==> src/hdl/tap_regs.svh <==
`ifndef TAP_REGS_SVH
`define TAP_REGS_SVH

// -----------------------------------------------------------------
// instruction register
// -----------------------------------------------------------------
`define IR_WIDTH 4
`define IR_EXTEST 4'h0
`define IR_IDCODE 4'h1
`define IR_HIGHZ 4'h4
`define IR_SAMPLE 4'h5
`define IR_INTEST 4'h6
`define IR_CLAMP 4'h7
`define IR_BYPASS 4'hf
`define IR_CAPTURE 4'h1
`define IR_RESET `IR_IDCODE

// -----------------------------------------------------------------
// identification word fields
// -----------------------------------------------------------------
`define ID_WIDTH 32
`define ID_VER_WIDTH 4
`define ID_DEV_WIDTH 16
`define ID_MFR_WIDTH 11
`define ID_LSB 1'h1

// -----------------------------------------------------------------
// processor port
// -----------------------------------------------------------------
`define ADDR_WIDTH 5
`define ADDR_PORT_MASK 5'h1b
`define ADDR_ID_HOLDER 5'h1c
`define PORT_MASK_RESET 8'hff
`define ID_HOLDER_CLEAR 8'h00
`define READ_UNMAPPED 8'h00

`endif

==> src/hdl/tap_pkg.sv <==
package tap_pkg;

  typedef enum logic [3:0] {
    test_logic_reset,
    run_test_idle,
    select_dr,
    capture_dr,
    shift_dr,
    exit1_dr,
    pause_dr,
    exit2_dr,
    update_dr,
    select_ir,
    capture_ir,
    shift_ir,
    exit1_ir,
    pause_ir,
    exit2_ir,
    update_ir
  } tap_state_type;

endpackage

==> src/hdl/boundary_cell.sv <==
module boundary_cell (
  input wire logic i_ref_clk,
  input wire logic i_rst,
  input wire logic i_capture,
  input wire logic i_shift,
  input wire logic i_update,
  input wire logic i_cap_data,
  input wire logic i_ser_in,
  output logic o_ser_out,
  output logic o_upd_data
);

  logic shift_reg;
  logic upd_reg;

  // -----------------------------------------------------------------
  // shift stage and holding stage
  // -----------------------------------------------------------------
  always_ff @(posedge i_ref_clk) begin
    if (i_rst) begin
      shift_reg <= 1'b0;
    end else if (i_capture) begin
      shift_reg <= i_cap_data;
    end else if (i_shift) begin
      shift_reg <= i_ser_in;
    end
  end

  always_ff @(posedge i_ref_clk) begin
    if (i_rst) begin
      upd_reg <= 1'b0;
    end else if (i_update) begin
      upd_reg <= shift_reg;
    end
  end

  assign o_ser_out = shift_reg;
  assign o_upd_data = upd_reg;

endmodule

==> src/hdl/boundary_scan_tap.sv <==
`include "tap_regs.svh"
// Overview of operation
// - standard tap state machine stepped by tms
// - test logic sequenced by test clock edges
// - tdi shifted in on rising test clock
// - tdo driven only in shift states
// - trst forces tap reset asynchronously
// - four bit instruction register
// - instruction codes decoded as listed
// - extest drives pins, captures pin inputs
// - intest drives core inputs, captures core outputs
// - sample captures pins without disturbing core
// - update stage drives pins in test mode
// - idcode shifts 32-bit identification word
// - clamp holds pins, bypass, no update
// - highz floats outputs from update-ir
// - bypass gives one test clock delay
// - one, two, three cells per pin kind
// - id holder loaded at hardware reset
// - 8-bit mode: first mask write clears
// - 16-bit mode: id holder never cleared
// - width pin high selects 16-bit mode
// - id holder at 1c, mask at 1b
module boundary_scan_tap
  import tap_pkg::*;
#(
  parameter int NUM_IN = 2,
  parameter int NUM_OUT = 2,
  parameter int NUM_BIDIR = 2,
  // identification values are arbitrary
  parameter logic [3:0] ID_VERSION = 4'h5,
  parameter logic [15:0] ID_DEVICE = 16'h00a3,
  parameter logic [10:0] ID_MFR = 11'h155
) (
  input wire logic i_ref_clk,
  input wire logic i_rst,
  input wire logic i_tck,
  input wire logic i_tms,
  input wire logic i_tdi,
  input wire logic i_trst_n,
  output logic o_tdo,
  output logic o_tdo_oe,
  input wire logic [NUM_IN-1:0] i_pad_in,
  output logic [NUM_IN-1:0] o_core_in,
  input wire logic [NUM_OUT-1:0] i_core_out,
  input wire logic [NUM_OUT-1:0] i_core_oe,
  output logic [NUM_OUT-1:0] o_pad_out,
  output logic [NUM_OUT-1:0] o_pad_oe,
  input wire logic [NUM_BIDIR-1:0] i_pad_bi_in,
  output logic [NUM_BIDIR-1:0] o_core_bi_in,
  input wire logic [NUM_BIDIR-1:0] i_core_bi_out,
  input wire logic [NUM_BIDIR-1:0] i_core_bi_oe,
  output logic [NUM_BIDIR-1:0] o_pad_bi_out,
  output logic [NUM_BIDIR-1:0] o_pad_bi_oe,
  input wire logic i_bus_width_select,
  input wire logic [`ADDR_WIDTH-1:0] i_addr,
  input wire logic [7:0] i_wdata,
  input wire logic i_wr,
  input wire logic i_rd,
  output logic [7:0] o_rdata
);

  localparam int OUT_BASE = NUM_IN;
  localparam int BI_BASE = NUM_IN + 2 * NUM_OUT;
  localparam int NUM_CELLS = NUM_IN + 2 * NUM_OUT + 3 * NUM_BIDIR;
  localparam logic [`ID_WIDTH-1:0] ID_WORD =
    {ID_VERSION, ID_DEVICE, ID_MFR, `ID_LSB};
  localparam logic [7:0] ID_SHORT = {ID_VERSION, ID_DEVICE[3:0]};

  // -----------------------------------------------------------------
  // pin synchronisers and test clock edges
  // -----------------------------------------------------------------
  localparam int SYNC_W = 3 + NUM_IN + NUM_BIDIR + 1;
  logic [SYNC_W-1:0] sync1_reg;
  logic [SYNC_W-1:0] sync2_reg;
  logic tck_prev_reg;
  wire tck_s = sync2_reg[0];
  wire tms_s = sync2_reg[1];
  wire tdi_s = sync2_reg[2];
  wire [NUM_IN-1:0] pad_in_s = sync2_reg[3 +: NUM_IN];
  wire [NUM_BIDIR-1:0] pad_bi_s = sync2_reg[3 + NUM_IN +: NUM_BIDIR];
  wire width16_s = sync2_reg[SYNC_W-1];

  always_ff @(posedge i_ref_clk) begin
    if (i_rst) begin
      sync1_reg <= '0;
      sync2_reg <= '0;
      tck_prev_reg <= 1'b0;
    end else begin
      sync1_reg <= {i_bus_width_select, i_pad_bi_in, i_pad_in,
                    i_tdi, i_tms, i_tck};
      sync2_reg <= sync1_reg;
      tck_prev_reg <= tck_s;
    end
  end

  // sequencing only on test clock edges
  wire tck_rise = tck_s & ~tck_prev_reg;
  wire tck_fall = ~tck_s & tck_prev_reg;

  // -----------------------------------------------------------------
  // tap state machine
  // -----------------------------------------------------------------
  tap_state_type state_reg;
  tap_state_type state_next;

  always_comb begin
    state_next = state_reg;
    case (state_reg)
      test_logic_reset: state_next = tms_s ? test_logic_reset
                                           : run_test_idle;
      run_test_idle: state_next = tms_s ? select_dr : run_test_idle;
      select_dr: state_next = tms_s ? select_ir : capture_dr;
      capture_dr: state_next = tms_s ? exit1_dr : shift_dr;
      shift_dr: state_next = tms_s ? exit1_dr : shift_dr;
      exit1_dr: state_next = tms_s ? update_dr : pause_dr;
      pause_dr: state_next = tms_s ? exit2_dr : pause_dr;
      exit2_dr: state_next = tms_s ? update_dr : shift_dr;
      update_dr: state_next = tms_s ? select_dr : run_test_idle;
      select_ir: state_next = tms_s ? test_logic_reset : capture_ir;
      capture_ir: state_next = tms_s ? exit1_ir : shift_ir;
      shift_ir: state_next = tms_s ? exit1_ir : shift_ir;
      exit1_ir: state_next = tms_s ? update_ir : pause_ir;
      pause_ir: state_next = tms_s ? exit2_ir : pause_ir;
      exit2_ir: state_next = tms_s ? update_ir : shift_ir;
      update_ir: state_next = tms_s ? select_dr : run_test_idle;
      default: state_next = test_logic_reset;
    endcase
  end

  // trst resets the tap without any clock edge
  always_ff @(posedge i_ref_clk or negedge i_trst_n) begin
    if (!i_trst_n) begin
      state_reg <= test_logic_reset;
    end else if (i_rst) begin
      state_reg <= test_logic_reset;
    end else if (tck_rise) begin
      state_reg <= state_next;
    end
  end

  wire st_tlr = (state_reg == test_logic_reset);
  wire st_cap_dr = (state_reg == capture_dr);
  wire st_shift_dr = (state_reg == shift_dr);
  wire st_upd_dr = (state_reg == update_dr);
  wire st_cap_ir = (state_reg == capture_ir);
  wire st_shift_ir = (state_reg == shift_ir);
  wire st_upd_ir = (state_reg == update_ir);

  // -----------------------------------------------------------------
  // instruction register
  // -----------------------------------------------------------------
  logic [`IR_WIDTH-1:0] ir_shift_reg;
  logic [`IR_WIDTH-1:0] ir_active_reg;

  always_ff @(posedge i_ref_clk) begin
    if (i_rst) begin
      ir_shift_reg <= `IR_CAPTURE;
    end else if (tck_rise && st_cap_ir) begin
      ir_shift_reg <= `IR_CAPTURE;
    end else if (tck_rise && st_shift_ir) begin
      ir_shift_reg <= {tdi_s, ir_shift_reg[`IR_WIDTH-1:1]};
    end
  end

  // new instruction takes effect at update-ir
  always_ff @(posedge i_ref_clk or negedge i_trst_n) begin
    if (!i_trst_n) begin
      ir_active_reg <= `IR_RESET;
    end else if (i_rst || st_tlr) begin
      ir_active_reg <= `IR_RESET;
    end else if (tck_fall && st_upd_ir) begin
      ir_active_reg <= ir_shift_reg;
    end
  end

  wire ins_extest = (ir_active_reg == `IR_EXTEST);
  wire ins_idcode = (ir_active_reg == `IR_IDCODE);
  wire ins_highz = (ir_active_reg == `IR_HIGHZ);
  wire ins_sample = (ir_active_reg == `IR_SAMPLE);
  wire ins_intest = (ir_active_reg == `IR_INTEST);
  wire ins_clamp = (ir_active_reg == `IR_CLAMP);
  wire sel_bsr = ins_extest | ins_sample | ins_intest;
  // clamp, highz and unknown codes use bypass
  wire sel_bypass = ~sel_bsr & ~ins_idcode;
  // pins follow holding stage in test mode
  wire pin_test = ins_extest | ins_clamp | ins_intest;

  // -----------------------------------------------------------------
  // identification and bypass data registers
  // -----------------------------------------------------------------
  logic [`ID_WIDTH-1:0] id_shift_reg;
  logic bypass_reg;

  always_ff @(posedge i_ref_clk) begin
    if (i_rst) begin
      id_shift_reg <= ID_WORD;
    end else if (tck_rise && st_cap_dr && ins_idcode) begin
      id_shift_reg <= ID_WORD;
    end else if (tck_rise && st_shift_dr && ins_idcode) begin
      id_shift_reg <= {tdi_s, id_shift_reg[`ID_WIDTH-1:1]};
    end
  end

  // single stage between tdi and tdo
  always_ff @(posedge i_ref_clk) begin
    if (i_rst) begin
      bypass_reg <= 1'b0;
    end else if (tck_rise && st_cap_dr && sel_bypass) begin
      bypass_reg <= 1'b0;
    end else if (tck_rise && st_shift_dr && sel_bypass) begin
      bypass_reg <= tdi_s;
    end
  end

  // -----------------------------------------------------------------
  // boundary chain, cell 0 nearest tdo
  // -----------------------------------------------------------------
  logic [NUM_CELLS-1:0] cap_vec;
  logic [NUM_CELLS-1:0] ser_vec;
  logic [NUM_CELLS-1:0] upd_vec;
  // capture and shift only with boundary selected
  wire bsr_cap = tck_rise & st_cap_dr & sel_bsr;
  // tdi enters on rising test clock
  wire bsr_shift = tck_rise & st_shift_dr & sel_bsr;
  // clamp never reaches the update stage
  wire bsr_upd = tck_fall & st_upd_dr & sel_bsr;

  genvar g;
  generate
    for (g = 0; g < NUM_IN; g++) begin : g_in
      assign cap_vec[g] = pad_in_s[g];
    end
    for (g = 0; g < NUM_OUT; g++) begin : g_out
      assign cap_vec[OUT_BASE + 2 * g] = i_core_out[g];
      assign cap_vec[OUT_BASE + 2 * g + 1] = i_core_oe[g];
    end
    for (g = 0; g < NUM_BIDIR; g++) begin : g_bi
      assign cap_vec[BI_BASE + 3 * g] = pad_bi_s[g];
      assign cap_vec[BI_BASE + 3 * g + 1] = i_core_bi_out[g];
      assign cap_vec[BI_BASE + 3 * g + 2] = i_core_bi_oe[g];
    end
    for (g = 0; g < NUM_CELLS; g++) begin : g_cell
      wire ser_in = (g == NUM_CELLS - 1) ? tdi_s : ser_vec[(g + 1) %
                    NUM_CELLS];
      boundary_cell u_cell (
        .i_ref_clk(i_ref_clk),
        .i_rst(i_rst),
        .i_capture(bsr_cap),
        .i_shift(bsr_shift),
        .i_update(bsr_upd),
        .i_cap_data(cap_vec[g]),
        .i_ser_in(ser_in),
        .o_ser_out(ser_vec[g]),
        .o_upd_data(upd_vec[g])
      );
    end
  endgenerate

  // -----------------------------------------------------------------
  // pin and core multiplexers
  // -----------------------------------------------------------------
  logic [NUM_OUT-1:0] out_upd;
  logic [NUM_OUT-1:0] oe_upd;
  logic [NUM_BIDIR-1:0] bi_in_upd;
  logic [NUM_BIDIR-1:0] bi_out_upd;
  logic [NUM_BIDIR-1:0] bi_oe_upd;
  generate
    for (g = 0; g < NUM_OUT; g++) begin : g_osel
      assign out_upd[g] = upd_vec[OUT_BASE + 2 * g];
      assign oe_upd[g] = upd_vec[OUT_BASE + 2 * g + 1];
    end
    for (g = 0; g < NUM_BIDIR; g++) begin : g_bsel
      assign bi_in_upd[g] = upd_vec[BI_BASE + 3 * g];
      assign bi_out_upd[g] = upd_vec[BI_BASE + 3 * g + 1];
      assign bi_oe_upd[g] = upd_vec[BI_BASE + 3 * g + 2];
    end
  endgenerate

  // holding stage drives the pins under test
  wire [NUM_OUT-1:0] pad_out_next = pin_test ? out_upd : i_core_out;
  wire [NUM_BIDIR-1:0] pad_bi_out_next =
    pin_test ? bi_out_upd : i_core_bi_out;
  wire [NUM_OUT-1:0] pad_oe_next =
    ins_highz ? '0 : (pin_test ? oe_upd : i_core_oe);
  wire [NUM_BIDIR-1:0] pad_bi_oe_next =
    ins_highz ? '0 : (pin_test ? bi_oe_upd : i_core_bi_oe);
  // intest feeds core inputs from the cells
  wire [NUM_IN-1:0] core_in_next =
    ins_intest ? upd_vec[NUM_IN-1:0] : pad_in_s;
  wire [NUM_BIDIR-1:0] core_bi_next = ins_intest ? bi_in_upd : pad_bi_s;

  always_ff @(posedge i_ref_clk) begin
    if (i_rst) begin
      o_pad_out <= '0;
      o_pad_oe <= '0;
      o_pad_bi_out <= '0;
      o_pad_bi_oe <= '0;
      o_core_in <= '0;
      o_core_bi_in <= '0;
    end else begin
      o_pad_out <= pad_out_next;
      o_pad_oe <= pad_oe_next;
      o_pad_bi_out <= pad_bi_out_next;
      o_pad_bi_oe <= pad_bi_oe_next;
      o_core_in <= core_in_next;
      o_core_bi_in <= core_bi_next;
    end
  end

  // -----------------------------------------------------------------
  // test data output
  // -----------------------------------------------------------------
  wire dr_out = sel_bsr ? ser_vec[0] :
                (ins_idcode ? id_shift_reg[0] : bypass_reg);
  wire tdo_next = st_shift_ir ? ir_shift_reg[0] : dr_out;

  // change on falling edge, float outside shift
  always_ff @(posedge i_ref_clk) begin
    if (i_rst || st_tlr) begin
      o_tdo <= 1'b0;
      o_tdo_oe <= 1'b0;
    end else if (tck_fall) begin
      o_tdo <= tdo_next;
      o_tdo_oe <= st_shift_ir | st_shift_dr;
    end
  end

  // -----------------------------------------------------------------
  // processor port: identification holder and mask
  // -----------------------------------------------------------------
  logic [7:0] id_holder_reg;
  logic [7:0] port_mask_reg;
  logic mask_written_reg;
  wire hit_mask = (i_addr == `ADDR_PORT_MASK);
  wire hit_id = (i_addr == `ADDR_ID_HOLDER);
  wire mask_wr = i_wr & hit_mask;
  // width pin high means 16-bit port
  wire width16 = width16_s;
  // first mask write in 8-bit mode clears
  wire id_clear = mask_wr & ~width16 & ~mask_written_reg;
  wire [7:0] rd_mux = hit_id ? id_holder_reg :
                      (hit_mask ? port_mask_reg : `READ_UNMAPPED);

  always_ff @(posedge i_ref_clk) begin
    if (i_rst) begin
      id_holder_reg <= ID_SHORT;
      port_mask_reg <= `PORT_MASK_RESET;
      mask_written_reg <= 1'b0;
      o_rdata <= `READ_UNMAPPED;
    end else begin
      // 16-bit mode leaves the holder alone
      if (id_clear) begin
        id_holder_reg <= `ID_HOLDER_CLEAR;
      end
      if (mask_wr) begin
        port_mask_reg <= i_wdata;
        mask_written_reg <= 1'b1;
      end
      if (i_rd) begin
        o_rdata <= rd_mux;
      end
    end
  end
endmodule

==> config.mk <==
export PLATFORM = sky130hd
export DESIGN_NAME = boundary_scan_tap
export DESIGN_NICKNAME = d
export VERILOG_FILES = /design/src/hdl/tap_pkg.sv /design/src/hdl/boundary_cell.sv /design/src/hdl/boundary_scan_tap.sv
export VERILOG_INCLUDE_DIRS = /design/src /design/src/hdl
export SDC_FILE = /design/constraint.sdc
export NUM_CORES = 1
export LEC_CHECK = 0
export ABC_AREA = 0
export BUFFER_PORTS_ARGS = -buffer_cell sky130_fd_sc_hd__buf_4
export CAP_MARGIN = 15
export CELL_PAD_IN_SITES_DETAIL_PLACEMENT = 0
export CELL_PAD_IN_SITES_GLOBAL_PLACEMENT = 2
export CORE_ASPECT_RATIO = 1.25
export CORE_MARGIN = 2
export CORE_UTILIZATION = 35
export CTS_BUF_LIST = sky130_fd_sc_hd__clkbuf_8 sky130_fd_sc_hd__clkbuf_16
export CTS_CLUSTER_SIZE = 8
export DETAILED_ROUTE_END_ITERATION = 8
export GPL_TIMING_DRIVEN = 0
export PLACE_DENSITY_LB_ADDON = 0.1
export SYNTH_ARGS = -nofsm -noshare
export SYNTH_HDL_FRONTEND = slang
export SYNTH_SLANG_ARGS = --single-unit
export TNS_END_PERCENT = 5
==> constraint.sdc <==
create_clock -name i_ref_clk -period 2.93 [get_ports i_ref_clk]
set_clock_uncertainty 0.2 [all_clocks]
set_input_delay 0.1465 -clock i_ref_clk [delete_from_list [all_inputs] [get_ports i_ref_clk]]
set_output_delay 0.1465 -clock i_ref_clk [all_outputs]
set_load 0.02 [all_outputs]
==> flow_summary_export.csv <==
group,metric,value,unit
die,core,0.0132,mm2
synth,syn_area,0.00469,mm2
global_routing,grt_pass1_vias,4020,
placed_design,dpl.cell_count,762,
drt,ant_nets,0,
synth,synth-seq-cells,118,
cts,worstSkewPairLatency,0.41,ns
synth,ys.flop_type,"dfxtp_1",
outcome,status,"completed",
cts,clock_sinks,118,
global_routing,grt_max_degree,17,
pwr,power,0.00392,W
cts,clockBufferDepth,2,
cts,cts_tree,"yes",
drt,finalWirelength,12300,um
cts,htree_levels,4,
setup_path,critical_path_arrival,2.42,ns
pwr,p_leak,2.34,nW
setup_path,crit_type,"reg2reg",
die,row_count,47,
final_layout,layout.cells.non_filler,826,
drt,viasPerCell,5.06,
drt,via_count,4177,
final_layout,largest_reg_flops,32,
flow_run,drv_cap,0,
setup_path,crit_path_end_kind,"flip-flop",
global_routing,grt_first_pass_wirelength,20400,um
timing,worst_pin_slew,0.773,ns
synth,synth_top_cells_by_count,"110 x dfxtp_1, 85 x nand2_1, 60 x a21oi_1",
synth,synth_most_common_cell,"dfxtp_1",
global_routing,antenna_found_initial,0,
cts,clk_pin_slew,0.05,ns
timing,fin_crit_sh,0.803,
timing,max_freq,425,MHz
global_routing,grt_use_total,0.183,
timing,fin_crit,2.35,ns
timing,grt_setup_unrepaired,"false",
min_path,hold_path.class,"in2async",
drt,drc_errors,0,
setup_path,critical_path.max_fanout,10,
synth,synth_top_area_share,0.470,
placed_design,hpwl,8510,um
final_layout,post_route_cells_drive_above_1_share,0.169,
timing,maxSlewHeadroom,0.478,
synth,synth.distinct_cells,56,
timing,setup_viol,0,
synth,yosysSeqAreaShare,0.513,
drt,drt_first_iter_violations,230,
die,die_h,133,um
timing,slew_viol_final,0,
synth,synth_edf_count,0,
pwr,p_per_area,629,mW/mm2
die,initial_core_util,0.356,
pwr,irDropWorstVdd,0.000346,V
drt,dr.pass1.iters,4,
final_layout,num-fill-cells,1306,
global_routing,grt.overflow.total,0,
placed_design,io_buffers,55,
cts,cts-resized-gates,0,
timing,tns,0,ns
final_layout,n_antenna_cell,0,
cts,cts_buffers,17,
die,ios,56,
synth,synth_area_leaders,"dfxtp_1 47%, nand2_1 6.8%, a21oi_1 6.4%, mux2i_1 5.3%, dfrtp_1 3.7%",
timing,hold_violations,0,
synth,avgSynthCellArea,8.74,um2
timing,worst_hold_slack,0.0330,ns
die,die_x,107,um
synth,ys_warn_count,0,
die,dieArea,0.0143,mm2
placed_design,routabilityCongestion,0.811,
final_layout,fin_nets,676,
synth,syn_inst,536,
setup_path,required,2.99,ns
drt,wire_per_inst,14.9,um
final_layout,area_growth_syn_to_layout,33.1,%
synth,mappedNetlistNets,570,
setup_path,start_kind,"flip-flop",
synth,synth_largest_area_cell,"dfxtp_1",
synth,synth-async-reset-ratio,0.0678,
cts,root_buffer,"clkbuf_16",
## worst paths after layout
path	from	endpoint	slack, ns	cells after the start
min in group i_ref_clk	i_addr[3]	o_rdata[4]	0.07	5
worst max register to register	sync2_reg[0]	id_shift_reg[2]	0.58	5
worst min-delay path	i_trst_n	ir_active_reg[0]	0.03	2
max in group asynchronous	i_trst_n	state_reg[0]	1.75	3
worst max-delay path	sync2_reg[0]	id_shift_reg[2]	0.58	5
worst min register to register	sync1_reg[5]	sync2_reg[5]	0.23	1
## per-layer routing
layer  routed length (um)  global-route usage  share of wire  vias up
met5                    0                   0              0        -
met4                  148              0.0805          0.012        0
met3                  416              0.0401          0.034       11
met2                 6300               0.309           0.51       79
met1                 5410               0.222           0.44     2004
li1                     -                   -              -     2083
## metrics by stage
stage	util	area, um2	setup WS (ns)
after floorplan	-	4690	0.822
final	0.473	6230	0.576
after CTS	0.473	6230	0.566
after global routing	0.473	6230	0.395
after detailed placement	0.403	5310	0.578
after global placement	0.403	5310	0.562
## cells by family after synthesis
group                     after synthesis  synth area share
and+or+nand+nor                       240             0.253
DFF                                   118             0.513
AOI/OAI and AO/OA                     107             0.132
buffers and inverters                  44            0.0443
muxes                                  26            0.0558
xor gates and xnor gates                1           0.00187
## where the power goes
group	total [W]	internal [W]	switching (W)
sequential	0.00164	0.00163	0.00000989
combinational	0.000202	0.0000978	0.000104
clock	0.00208	0.00139	0.000692
total	0.00392	0.00312	0.000806
## layout by cell type, fill, tap and decap left out, types with 2 or more instances in the layout
cell type and count:
clkbuf_16 18, buf_6 3, nor2b_1 22, mux2i_1 25, nand4_1 2, clkbuf_1 22, or3_1 2, nand3_1 33
buf_1 4, dfxtp_1 110, inv_1 6, buf_2 9, o21a_1 3, or3b_2 3, o211ai_1 3, nor3_1 30
buf_4 57, a21oi_1 60, bufinv_16 3, nor2_1 28, a31o_2 2, a221oi_1 2, nand2b_1 11, dlygate4sd3_1 32
a31oi_1 2, nand2_1 85, nor4_1 11, and3_1 2, clkinv_2 5, o21ai_0 22, dfrtp_1 7
## final cells by class
cell class / count / area, um2 / area share
Tap cell: 171 / 214 / 0.0343
Clock buffer: 19 / 464 / 0.0745
Multi-Input combinational cell: 374 / 2070 / 0.333
Buffer: 41 / 196 / 0.0315
Clock inverter: 13 / 138 / 0.0221
Inverter: 3 / 11.3 / 0.00181
Sequential cell: 118 / 2400 / 0.386
Timing Repair Buffer: 87 / 733 / 0.118
## worst max-delay path, cell delays in order (launching register included)
cell	delay (ns)
dfxtp_1	0.36
nor2b_1	0.45
nand4_1	0.36
o21ai_0	0.31
clkbuf_1	0.45
a21oi_1	0.08
## repair_timing
item                      CTS  global route
setup buffers               0             0
hold buffers               32             0
hold endpoints to repair   51             0
(Power assumes the default switching activity.)
